`config.mk`:
```
export PLATFORM = sky130hd
export DESIGN_NAME = cst_slave_tx
export DESIGN_NICKNAME = d
export VERILOG_FILES = /design/src/inc/cst_pkg.sv /design/src/core/cst_slave_tx.sv /design/src/core/cst_sync.sv
export SDC_FILE = /design/constraint.sdc
export NUM_CORES = 1
export LEC_CHECK = 0
export BUFFER_PORTS_ARGS = -buffer_cell sky130_fd_sc_hd__buf_2
export CELL_PAD_IN_SITES_DETAIL_PLACEMENT = 1
export CELL_PAD_IN_SITES_GLOBAL_PLACEMENT = 2
export CORE_MARGIN = 2
export CORE_UTILIZATION = 25
export CTS_BUF_LIST = sky130_fd_sc_hd__clkbuf_16
export DETAILED_ROUTE_END_ITERATION = 16
export GPL_ROUTABILITY_DRIVEN = 0
export GPL_TIMING_DRIVEN = 0
export PLACE_DENSITY = 0.72
export SETUP_SLACK_MARGIN = 0.02
export SYNTH_ARGS = -nofsm -noshare
export SYNTH_HDL_FRONTEND = slang
export SYNTH_SLANG_ARGS = --single-unit
```
`constraint.sdc`:
```
create_clock -name i_core_clk -period 2 [get_ports i_core_clk]
set_input_delay 0.4 -clock i_core_clk [delete_from_list [all_inputs] [get_ports i_core_clk]]
set_output_delay 0.4 -clock i_core_clk [all_outputs]
set_load 0.05 [all_outputs]
```
`src/inc/cst_pkg.sv`:
```
// Purpose: constants for the three-wire slave transmit channel
// Assumes: 100 MHz core clock, AXI4-Lite register access
// Notes: offsets are byte addresses of aligned 32-bit words
package cst_pkg;
    // register byte offsets
    localparam logic [7:0] CST_OFF_CTRL = 8'h00;
    localparam logic [7:0] CST_OFF_DATA = 8'h04;
    localparam logic [7:0] CST_OFF_STAT = 8'h08;
    localparam logic [7:0] CST_OFF_PWR = 8'h0C;
    localparam logic [7:0] CST_OFF_PRES = 8'h10;
    // control field positions
    localparam int CST_CTRL_EN = 0;
    localparam int CST_CTRL_PHASE = 1;
    localparam int CST_CTRL_LSB = 2;
    localparam int CST_CTRL_LEN7 = 3;
    localparam int CST_CTRL_CONT = 4;
    // status field positions
    localparam int CST_STAT_OVR = 0;
    localparam int CST_STAT_IRQ = 1;
    localparam int CST_STAT_BUSY = 2;
    localparam int CST_STAT_FULL = 3;
    // frame lengths in bits
    localparam logic [3:0] CST_LEN_8 = 4'h8;
    localparam logic [3:0] CST_LEN_7 = 4'h7;
    // clocks software must wait after power enable before prescaler write
    localparam logic [2:0] CST_PWR_WAIT = 3'h4;
    localparam logic [1:0] CST_RESP_OK = 2'h0;
    localparam logic [1:0] CST_RESP_SLVERR = 2'h2;
endpackage

```
`src/core/cst_slave_tx.sv`:
```
// Purpose: three-wire serial slave transmit channel with AXI4-Lite registers
// Assumes: external master drives serial clock no faster than core clock / 6
// Notes: data phase option is not offered; output changes on the shift edge
// How it works
// - the master supplies the clock; we shift data on its edges, never make one
// - serial clock is sampled by the core clock; master stays below core clock / 6
// - interrupt fires at frame end (single) or on buffer empty (continuous)
// - overrun is the only error: new frame starts with nothing loaded
// - clock phase bit 0 selects forward phase, 1 selects reverse phase
`timescale 1ns/1ps
`default_nettype none
module cst_slave_tx
    import cst_pkg::*;
(
    // clock and reset
    input wire logic i_core_clk,
    input wire logic i_rstn,
    // axi4-lite write address
    input wire logic [7:0] s_axi_awaddr,
    input wire logic s_axi_awvalid,
    output logic s_axi_awready,
    // axi4-lite write data
    input wire logic [31:0] s_axi_wdata,
    input wire logic [3:0] s_axi_wstrb,
    input wire logic s_axi_wvalid,
    output logic s_axi_wready,
    // axi4-lite write response
    output logic [1:0] s_axi_bresp,
    output logic s_axi_bvalid,
    input wire logic s_axi_bready,
    // axi4-lite read
    input wire logic [7:0] s_axi_araddr,
    input wire logic s_axi_arvalid,
    output logic s_axi_arready,
    output logic [31:0] s_axi_rdata,
    output logic [1:0] s_axi_rresp,
    output logic s_axi_rvalid,
    input wire logic s_axi_rready,
    // serial link
    input wire logic i_serial_clock_pin_ch2,
    output logic o_serial_out_pin_ch2,
    // event
    output logic o_serial_transfer_irq_ch2
);
    // registers
    logic [4:0] ctrl_reg;
    logic [7:0] buf_reg;
    logic buf_full_reg;
    logic [7:0] shift_reg;
    logic [3:0] bit_cnt_reg;
    logic busy_reg;
    logic overrun_error_flag_reg;
    logic irq_reg;
    logic peripheral_power_enable_reg;
    logic [3:0] unit_prescaler_select_reg;
    logic sck_prev_reg;
    logic [7:0] aw_addr_reg;
    logic aw_have_reg;
    logic [31:0] w_data_reg;
    logic [3:0] w_strb_reg;
    logic w_have_reg;
    logic [31:0] rdata_reg;
    logic [1:0] rresp_reg;
    logic rvalid_reg;
    logic [1:0] bresp_reg;
    logic bvalid_reg;
    logic so_reg;

    // named fields of control
    wire enable = ctrl_reg[CST_CTRL_EN];
    wire clock_phase_select = ctrl_reg[CST_CTRL_PHASE];
    wire lsb_first = ctrl_reg[CST_CTRL_LSB];
    wire len7 = ctrl_reg[CST_CTRL_LEN7];
    wire cont_mode = ctrl_reg[CST_CTRL_CONT];
    wire [3:0] frame_len = len7 ? CST_LEN_7 : CST_LEN_8;

    // serial clock crosses into the core domain through two flops
    logic sck_sync;
    cst_sync u_sck_sync (
        .i_core_clk(i_core_clk),
        .i_rstn(i_rstn),
        .i_async(i_serial_clock_pin_ch2),
        .o_sync(sck_sync)
    );

    // edge finding on the sampled clock; idle level is high in forward phase
    wire sck_fall = sck_prev_reg & ~sck_sync;
    wire sck_rise = ~sck_prev_reg & sck_sync;
    wire shift_edge = enable & (clock_phase_select ? sck_rise : sck_fall);
    wire last_bit = busy_reg & (bit_cnt_reg == frame_len - 4'h1);

    // bit picked from a byte in the selected order
    function automatic logic pick_bit(input logic [7:0] d, input logic lsb, input logic l7);
        pick_bit = lsb ? d[0] : (l7 ? d[6] : d[7]);
    endfunction

    // next shift contents after one bit goes out
    function automatic logic [7:0] advance(input logic [7:0] d, input logic lsb);
        advance = lsb ? {1'b0, d[7:1]} : {d[6:0], 1'b0};
    endfunction

    // frame start: load buffer, or flag overrun when empty
    wire start_frame = shift_edge & ~busy_reg;
    wire next_frame = shift_edge & last_bit;
    wire want_data = start_frame | next_frame;
    wire take_buf = want_data & buf_full_reg & ~(next_frame & ~cont_mode);
    wire overrun_event = start_frame & ~buf_full_reg;
    wire frame_done = next_frame; // frame end
    wire buf_empty_event = take_buf & cont_mode;
    wire irq_event = cont_mode ? buf_empty_event : frame_done;

    // axi decode
    wire wr_fire = aw_have_reg & w_have_reg & ~bvalid_reg;
    wire rd_fire = s_axi_arvalid & ~rvalid_reg;
    wire wr_ctrl = wr_fire & (aw_addr_reg == CST_OFF_CTRL) & w_strb_reg[0];
    wire wr_data = wr_fire & (aw_addr_reg == CST_OFF_DATA) & w_strb_reg[0];
    wire wr_stat = wr_fire & (aw_addr_reg == CST_OFF_STAT) & w_strb_reg[0];
    wire wr_pwr = wr_fire & (aw_addr_reg == CST_OFF_PWR) & w_strb_reg[0];
    wire wr_pres = wr_fire & (aw_addr_reg == CST_OFF_PRES) & w_strb_reg[0];
    wire wr_hit = (aw_addr_reg == CST_OFF_CTRL) | (aw_addr_reg == CST_OFF_DATA) |
        (aw_addr_reg == CST_OFF_STAT) | (aw_addr_reg == CST_OFF_PWR) | (aw_addr_reg == CST_OFF_PRES);
    wire [31:0] stat_word = {28'h0000000, buf_full_reg, busy_reg, irq_reg, overrun_error_flag_reg};
    wire rd_hit = (s_axi_araddr == CST_OFF_CTRL) | (s_axi_araddr == CST_OFF_DATA) |
        (s_axi_araddr == CST_OFF_STAT) | (s_axi_araddr == CST_OFF_PWR) | (s_axi_araddr == CST_OFF_PRES);
    wire [31:0] rd_word = (s_axi_araddr == CST_OFF_CTRL) ? {27'h0000000, ctrl_reg} :
        (s_axi_araddr == CST_OFF_DATA) ? {24'h000000, buf_reg} :
        (s_axi_araddr == CST_OFF_STAT) ? stat_word :
        (s_axi_araddr == CST_OFF_PWR) ? {31'h00000000, peripheral_power_enable_reg} :
        (s_axi_araddr == CST_OFF_PRES) ? {28'h0000000, unit_prescaler_select_reg} : 32'h00000000;

    // handshake outputs
    assign s_axi_awready = ~aw_have_reg;
    assign s_axi_wready = ~w_have_reg;
    assign s_axi_arready = ~rvalid_reg;
    assign s_axi_bvalid = bvalid_reg;
    assign s_axi_bresp = bresp_reg;
    assign s_axi_rvalid = rvalid_reg;
    assign s_axi_rresp = rresp_reg;
    assign s_axi_rdata = rdata_reg;
    assign o_serial_out_pin_ch2 = so_reg;
    assign o_serial_transfer_irq_ch2 = irq_reg;

    // write channel capture; each channel is held until both are in
    always_ff @(posedge i_core_clk or negedge i_rstn) begin
        if (!i_rstn) begin
            aw_have_reg <= 1'b0;
            aw_addr_reg <= 8'h00;
            w_have_reg <= 1'b0;
            w_data_reg <= 32'h00000000;
            w_strb_reg <= 4'h0;
            bvalid_reg <= 1'b0;
            bresp_reg <= CST_RESP_OK;
        end else begin
            if (s_axi_awvalid & ~aw_have_reg) begin
                aw_have_reg <= 1'b1;
                aw_addr_reg <= {s_axi_awaddr[7:2], 2'b00};
            end
            if (s_axi_wvalid & ~w_have_reg) begin
                w_have_reg <= 1'b1;
                w_data_reg <= s_axi_wdata;
                w_strb_reg <= s_axi_wstrb;
            end
            if (wr_fire) begin
                aw_have_reg <= 1'b0;
                w_have_reg <= 1'b0;
                bvalid_reg <= 1'b1;
                bresp_reg <= wr_hit ? CST_RESP_OK : CST_RESP_SLVERR;
            end else if (bvalid_reg & s_axi_bready) begin
                bvalid_reg <= 1'b0;
            end
        end
    end

    // read channel; unmapped addresses answer slverr with zero data
    always_ff @(posedge i_core_clk or negedge i_rstn) begin
        if (!i_rstn) begin
            rvalid_reg <= 1'b0;
            rdata_reg <= 32'h00000000;
            rresp_reg <= CST_RESP_OK;
        end else if (rd_fire) begin
            rvalid_reg <= 1'b1;
            rdata_reg <= rd_word;
            rresp_reg <= rd_hit ? CST_RESP_OK : CST_RESP_SLVERR;
        end else if (rvalid_reg & s_axi_rready) begin
            rvalid_reg <= 1'b0;
        end
    end

    // configuration registers; prescaler write is not policed, software waits
    always_ff @(posedge i_core_clk or negedge i_rstn) begin
        if (!i_rstn) begin
            ctrl_reg <= 5'h00;
            peripheral_power_enable_reg <= 1'b0;
            unit_prescaler_select_reg <= 4'h0;
        end else begin
            if (wr_ctrl) ctrl_reg <= w_data_reg[4:0];
            if (wr_pwr) peripheral_power_enable_reg <= w_data_reg[0];
            if (wr_pres) unit_prescaler_select_reg <= w_data_reg[3:0];
        end
    end

    // transmit buffer; a load by the shifter wins over a software write
    always_ff @(posedge i_core_clk or negedge i_rstn) begin
        if (!i_rstn) begin
            buf_reg <= 8'h00;
            buf_full_reg <= 1'b0;
        end else if (take_buf) begin
            buf_full_reg <= 1'b0;
        end else if (wr_data) begin
            buf_reg <= w_data_reg[7:0];
            buf_full_reg <= 1'b1;
        end
    end

    // shifter driven only by edges of the master's clock
    always_ff @(posedge i_core_clk or negedge i_rstn) begin
        if (!i_rstn) begin
            shift_reg <= 8'h00;
            bit_cnt_reg <= 4'h0;
            busy_reg <= 1'b0;
            so_reg <= 1'b1;
            sck_prev_reg <= 1'b1;
        end else begin
            sck_prev_reg <= sck_sync;
            if (take_buf) begin
                shift_reg <= advance(buf_reg, lsb_first);
                so_reg <= pick_bit(buf_reg, lsb_first, len7);
                bit_cnt_reg <= 4'h0;
                busy_reg <= 1'b1;
            end else if (next_frame) begin
                busy_reg <= 1'b0;
                bit_cnt_reg <= 4'h0;
            end else if (shift_edge & busy_reg) begin
                so_reg <= pick_bit(shift_reg, lsb_first, len7);
                shift_reg <= advance(shift_reg, lsb_first);
                bit_cnt_reg <= bit_cnt_reg + 4'h1;
            end
        end
    end

    // sticky flags; hardware set wins over software clear (write 1 to clear)
    always_ff @(posedge i_core_clk or negedge i_rstn) begin
        if (!i_rstn) begin
            overrun_error_flag_reg <= 1'b0;
            irq_reg <= 1'b0;
        end else begin
            if (overrun_event) overrun_error_flag_reg <= 1'b1;
            else if (wr_stat & w_data_reg[CST_STAT_OVR]) overrun_error_flag_reg <= 1'b0;
            if (irq_event) irq_reg <= 1'b1;
            else if (wr_stat & w_data_reg[CST_STAT_IRQ]) irq_reg <= 1'b0;
        end
    end
endmodule // cst_slave_tx
`default_nettype wire

```
`src/core/cst_sync.sv`:
```
// Purpose: two-flop synchroniser for one level from outside the clock domain
// Assumes: single core clock
// Notes: first stage feeds only the second stage
`timescale 1ns/1ps
`default_nettype none
module cst_sync (
    // clock and reset
    input wire logic i_core_clk,
    input wire logic i_rstn,
    // level
    input wire logic i_async,
    output logic o_sync
);
    logic meta_reg;

    // two stages against metastability
    always_ff @(posedge i_core_clk or negedge i_rstn) begin
        if (!i_rstn) begin
            meta_reg <= 1'b0;
            o_sync <= 1'b0;
        end else begin
            meta_reg <= i_async;
            o_sync <= meta_reg;
        end
    end
endmodule // cst_sync
`default_nettype wire

```
; ---- After elaboration in Yosys (flattened, before gate mapping)
; Cells that the tools add are included.
[classes]
add_sub_neg = 2
eq_ne = 10
muxes = 41
bitwise = 51
n_reduce_logical = 14
[ops]
columns = operator, count
row1 = $mux W8, 7
row2 = $and A1 B1 Y1, 31
row3 = $mux W4, 7
row4 = $mux W1, 25
row5 = $reduce_bool A2 Y1, 9
row6 = $eq A8 B4 Y1 const B, 2
row7 = $logic_not A8 Y1, 2
row8 = $eq A6 B2 Y1 const B, 2
row9 = $not A1 Y1, 11
row10 = $or A1 B1 Y1, 9
row11 = $eq A8 B3 Y1 const B, 1
row12 = $eq A8 B5 Y1 const B, 1
row13 = $eq A6 B1 Y1 const B, 1
row14 = $eq A6 B3 Y1 const B, 1
row15 = $add A4 B1 Y4 const B, 1
row16 = $eq A4 B4 Y1, 1
row17 = $mux W2, 2
row18 = $reduce_and A2 Y1, 2
row19 = $sub A4 B1 Y4 const B, 1
row20 = $reduce_bool A3 Y1, 1
row21 = $ne A2 B2 Y1 const B, 1
[totals]
register_bits = 93
output_inout_bits = 43

; ---- Depth between registers and ports, before layout
[logic_depth]
ltp_word = 11
ltp_mapped = 6

; ---- By module
; Synthesis repeated with hierarchy kept, for this count alone.
[hier_totals]
cells_unflattened = 309
hier_area_um2 = 3433.3
[by_module_without_submodules]
columns = mod, n_inst, cells_each, area_per_inst_um2, seq_area_each_um2
row1 = cst_slave_tx, 1, 307, 3383.2, 1629.1
row2 = cst_sync, 1, 2, 50.0, 50.0

; ---- Worst setup path before layout
; No wires, ideal clock.
[synth_timing]
path_kind = reg-to-reg
start = register bvalid_reg, in the netlist s_axi_bvalid
end = register buf_reg[0]
arrival_ns = 1.866
required_ns = 1.875
slack_ns = 0.010
path_stages_with_launch = 5
synth_period_minus_slack_ns = 1.990
cell_sequence = dfrtp_1 > nand3b_1 > nor4_4 > o2111ai_4 > mux2_2
[synth_via]
elab_chain_cells = 5
[synth_rtl]
columns = item, line_no
row1 = from (decl), cst_slave_tx.sv:66  ; logic bvalid_reg;
row2 = from (signal assigned), cst_slave_tx.sv:151  ; bvalid_reg <= 1'b0;
row3 = from (signal assigned), cst_slave_tx.sv:166  ; bvalid_reg <= 1'b1;
row4 = from (signal assigned), cst_slave_tx.sv:169  ; bvalid_reg <= 1'b0;
row5 = $not A1 Y1, cst_slave_tx.sv:113  ; wire wr_fire = aw_have_reg & w_have_reg & ~bvalid_reg;
row6 = $and A1 B1 Y1, cst_slave_tx.sv:113
row7 = $and A1 B1 Y1 (2 in a row), cst_slave_tx.sv:116  ; wire wr_data = wr_fire & (aw_addr_reg == CST_OFF_DATA) & w_strb_reg[0];
row8 = $reduce_and A2 Y1 (no line), -
row9 = to (signal assigned), cst_slave_tx.sv:210  ; buf_reg <= w_data_reg[7:0];
row10 = to (decl), cst_slave_tx.sv:47  ; logic [7:0] buf_reg;
; Every way passes these cells.
; A chain may end at the register's enable or synchronous reset.

; ---- Worst setup path in the final report
[layout_timing]
start = register ctrl_reg[3]
end = register shift_reg[2]
[layout_via]
elab_chain_cells = 10
elab_cells_between_ends = 14
cone_classes = add/sub (1) / eq/ne (2) / mux (2) / bitwise (7) / reduce/logical (2)
[layout_rtl]
columns = item, line_no
row1 = from (decl), cst_slave_tx.sv:46  ; logic [4:0] ctrl_reg;
row2 = from (signal assigned), cst_slave_tx.sv:196  ; if (wr_ctrl) ctrl_reg <= w_data_reg[4:0];
row3 = $mux W4 *, cst_slave_tx.sv:75  ; wire [3:0] frame_len = len7 ? CST_LEN_7 : CST_LEN_8;
row4 = $sub A4 B1 Y4 *, cst_slave_tx.sv:90  ; wire last_bit = busy_reg & (bit_cnt_reg == frame_len - 4'h1);
row5 = $eq A4 B4 Y1 *, cst_slave_tx.sv:90
row6 = $and A1 B1 Y1 *, cst_slave_tx.sv:90
row7 = $and A1 B1 Y1 *, cst_slave_tx.sv:104  ; wire next_frame = shift_edge & last_bit;
row8 = $or A1 B1 Y1 / $and A1 B1 Y1 (equally long branches), "cst_slave_tx.sv:105, cst_slave_tx.sv:106"
row9 = $and A1 B1 Y1 / $not A1 Y1 (equally long branches), cst_slave_tx.sv:106  ; wire take_buf = want_data & buf_full_reg & ~(next_frame & ~cont_mode);
row10 = $and A1 B1 Y1, cst_slave_tx.sv:106
row11 = $ne A2 B2 Y1 (no line) / $reduce_bool A2 Y1 (equally long branches), -
row12 = $reduce_and A2 Y1 (no line), -
row13 = to (signal assigned), cst_slave_tx.sv:226  ; shift_reg <= advance(buf_reg, lsb_first);
row14 = to (signal assigned), cst_slave_tx.sv:235  ; shift_reg <= advance(shift_reg, lsb_first);
row15 = to (decl), cst_slave_tx.sv:49  ; logic [7:0] shift_reg;
; Every way passes the cells marked *; elsewhere a longest branch is shown, timed or not.

==> out/metrics.yaml <==
path_class: "flop to flop"
synth_cell_types: 50
power.density_nw_per_um2: 1230
power_mw: 5.49
viasPerCell: 4.57
relSlewSlack_pct: 42.0
power_frac_seq_pct: 40.2
syn_to_final_growth_pct: 30.7
cp.arrival_ps: 2180
dp_hpwl_mm: 6.17
critPathBufInv: 1
swShare_pct: 34.3
worst_path_dominant_cell_family: "compound AO/OA/AOI/OAI gates"
startpoint_type: "flop"
peakVddDrop_mv: 0.703
clock.fmax_ghz: 0.498
ioPinCount: 103
syn_area_um2: 3420
drt-initial-drc-count: 67
dieHeight_um: 121
cp_cell_sequence: "buf_6, xnor2_4, o41a_4, a2111oi_0, a31oi_1"
setup_viol: 1
yosys.cell_count.top_type: "dfrtp_1"
clock-root-buffer: "clkbuf_16"
fillCellCount: 1510
rows: 42
clk_pin_slew_ps: 60
synth_commonest_cells: "65 x dfrtp_1, 40 x mux2_2, 27 x buf_4"
final_util_pct: 33.7
critPathMaxFanout: 7
drive_gt1_share_pct: 39.2
setup_slack_ps: -7.45
pwr-share-comb_pct: 29.4
port_buffers: 46
antenna_left: 0
multiInputGateArea_um2: 1640
p_int_mw: 3.61
drc: 0
cap_viol_max_count: 0
synth_ff_type: "dfrtp_1"
ff_latch_area_um2: 1680
synth.avg_cell_area_um2: 11.2
cts.sinks: 67
cts_tree: "built"
switchingPower_mw: 1.88
outcome: "finished, violations left"
wl_per_cell_um: 14.8
ys.warnings.count: 0
finClkSkew_ps: 6.99
core-area_um2: 13300
yosys.area.top_type: "dfrtp_1"
rsz0062_at_grt: "yes"
synth.area.top_cells: "dfrtp_1 47%, mux2_2 13%, buf_4 5.9%, o21ai_0 2.3%, nor2b_1 2.2%"
syn_inst: 305
synth-seq-area-share_pct: 49.0
violations: "setup timing"
cts.htree.levels: 3
synth_top_area_share_pct: 47.5
final.hold.worst_slack_ps: 153
grt_max_degree: 68
drv_slew: 0
vias: 2639
p_leak_nw: 2.08
antenna_found_initial: 0
die_w_um: 121
dr.pass1.iters: 4
grt_pass1_wl_mm: 14.6
clk_path_buf_depth: 2
tightestPinTransition_ps: 870
synth-edff-count: 0
reg2reg_slack_ps: -7
clock_power_share_pct: 30.4
cp_data_required_time_ps: 2180
yosys_register_bits: 67
hold_viol: 0
cts_buffers: 9
final_nets: 457
endpoint_kind: "flop"
finalCritPeriodShare_pct: 100
grtUsageTotal_pct: 12.6
n_antenna_cell: 0
min_period_ps: 2010
async_reset_ff_share_pct: 100
worstSkewPairLatency_ps: 330
grt_pass1_vias: 2779
holdCritPathClass: "input port to async pin"
start_util_pct: 25.8
dieArea_um2: 14700
gr-total-overflow: 0
critical-path-max-stage-delay_ps: 620
cpMaxStageDelayCell: "a2111oi_0"
wl_mm: 8.53
[cells in the final DEF (no fill, tap or decap), types with 2 or more instances in the layout]
master,count
a2111oi_1,3
a22o_1,6
a22oi_1,4
a31oi_1,9
a32o_1,2
buf_2,45
buf_4,37
bufinv_16,2
clkbuf_1,6
clkbuf_16,9
clkbuf_2,5
clkinv_1,2
clkinv_4,2
conb_1,26
dfrtp_1,64
dfstp_2,2
inv_1,10
mux2_2,32
mux2_4,8
mux2i_1,4
nand2_1,17
nand3_1,11
nand4_1,2
nand4b_1,4
nor2_1,13
nor2b_1,12
o2111a_1,2
o21a_1,4
o21ai_0,16
o221ai_1,2
o22ai_1,2
o31ai_1,4
o41ai_1,3
[final timing paths]
| check | cells after the start | from | endpoint |
|---|---|---|---|
| worst max-delay path | 5 | ctrl_reg[3] | shift_reg[2] |
| worst min-delay path | 1 | i_rstn | w_data_reg[6] |
| worst max register to register | 5 | ctrl_reg[3] | shift_reg[2] |
| worst min register to register | 0 | u_sck_sync.meta_reg | u_sck_sync.o_sync |
| max in group asynchronous | 1 | i_rstn | bit_cnt_reg[0] |
| min in group i_core_clk | 1 | i_serial_clock_pin_ch2 | u_sck_sync.meta_reg |
[per-stage QoR]
step / setup WS (ps) / instance area [um2] / instances / TNS (ps)
5_1_grt: -51.9 / 4470 / 577 / -389
6_report: -7.45 / 4470 / 577 / -7.45
3_3_place_gp: -145 / 3970 / 552 / -1760
3_5_place_dp: -169 / 3970 / 552 / -2370
2_1_floorplan: 30.9 / 3520 / 330 / 0
4_1_cts: 4.36 / 4420 / 575 / 0
[layer usage]
metal	part of all wire (%)	vias up	GRT usage, %	wire length (um)
met1	45	1312	16.3	3870
met4	1.9	0	5.01	163
met3	3.4	14	2.21	290
met5	0	-	0	0
li1	-	1265	-	-
met2	49	48	20.9	4200
[area by class of cell]
class / instances / share of cell area, %
Sequential cell: 67 / 37.6
Multi-Input combinational cell: 213 / 36.6
Timing Repair Buffer: 57 / 7.33
Buffer: 38 / 5.68
Clock buffer: 9 / 5.03
Tap cell: 176 / 4.92
Clock inverter: 7 / 2.07
Inverter: 10 / 0.839
[cell families (layout without fill, tap and decap cells)]
| logic type | Yosys count | count (layout) | synth area share (%) |
|---|---|---|---|
| DFF | 67 | 67 | 49.0 |
| adders and majority gates | 1 | 1 | 0.365 |
| and+or+nand+nor | 72 | 72 | 11.8 |
| buffers and inverters | 50 | 121 | 8.44 |
| other | 1 | 26 | 0.110 |
| muxes | 44 | 44 | 14.3 |
| AOI/OAI and AO/OA | 69 | 69 | 15.7 |
| xor gates and xnor gates | 1 | 1 | 0.256 |
[what timing repair did]
action	in CTS	in global routing
endpoints found under the hold margin	0	0
buffers inserted	7	4
hold buffers	0	0
setup endpoints to repair	21	24
pin swaps	4	3
gates resized for setup	18	13
[power groups by stage]
stage | Combinational (mW) | Sequential, mW | Clock [mW]
4_1_cts | 1.61 | 2.20 | 1.72
6_report | 1.61 | 2.21 | 1.67
5_1_grt | 1.77 | 2.28 | 1.77
2_1_floorplan | 1.07 | 2.17 | 0
3_5_place_dp | 1.48 | 2.22 | 0
3_3_place_gp | 1.44 | 2.19 | 0
[worst reg2reg max path, cell delays in order, from the launching register on]
cell and delay [ps]:
dfrtp_1 370, buf_6 130, xnor2_4 130, o41a_4 530, a2111oi_0 620, a31oi_1 70
Note: power is estimated with default switching activity, not from simulation.
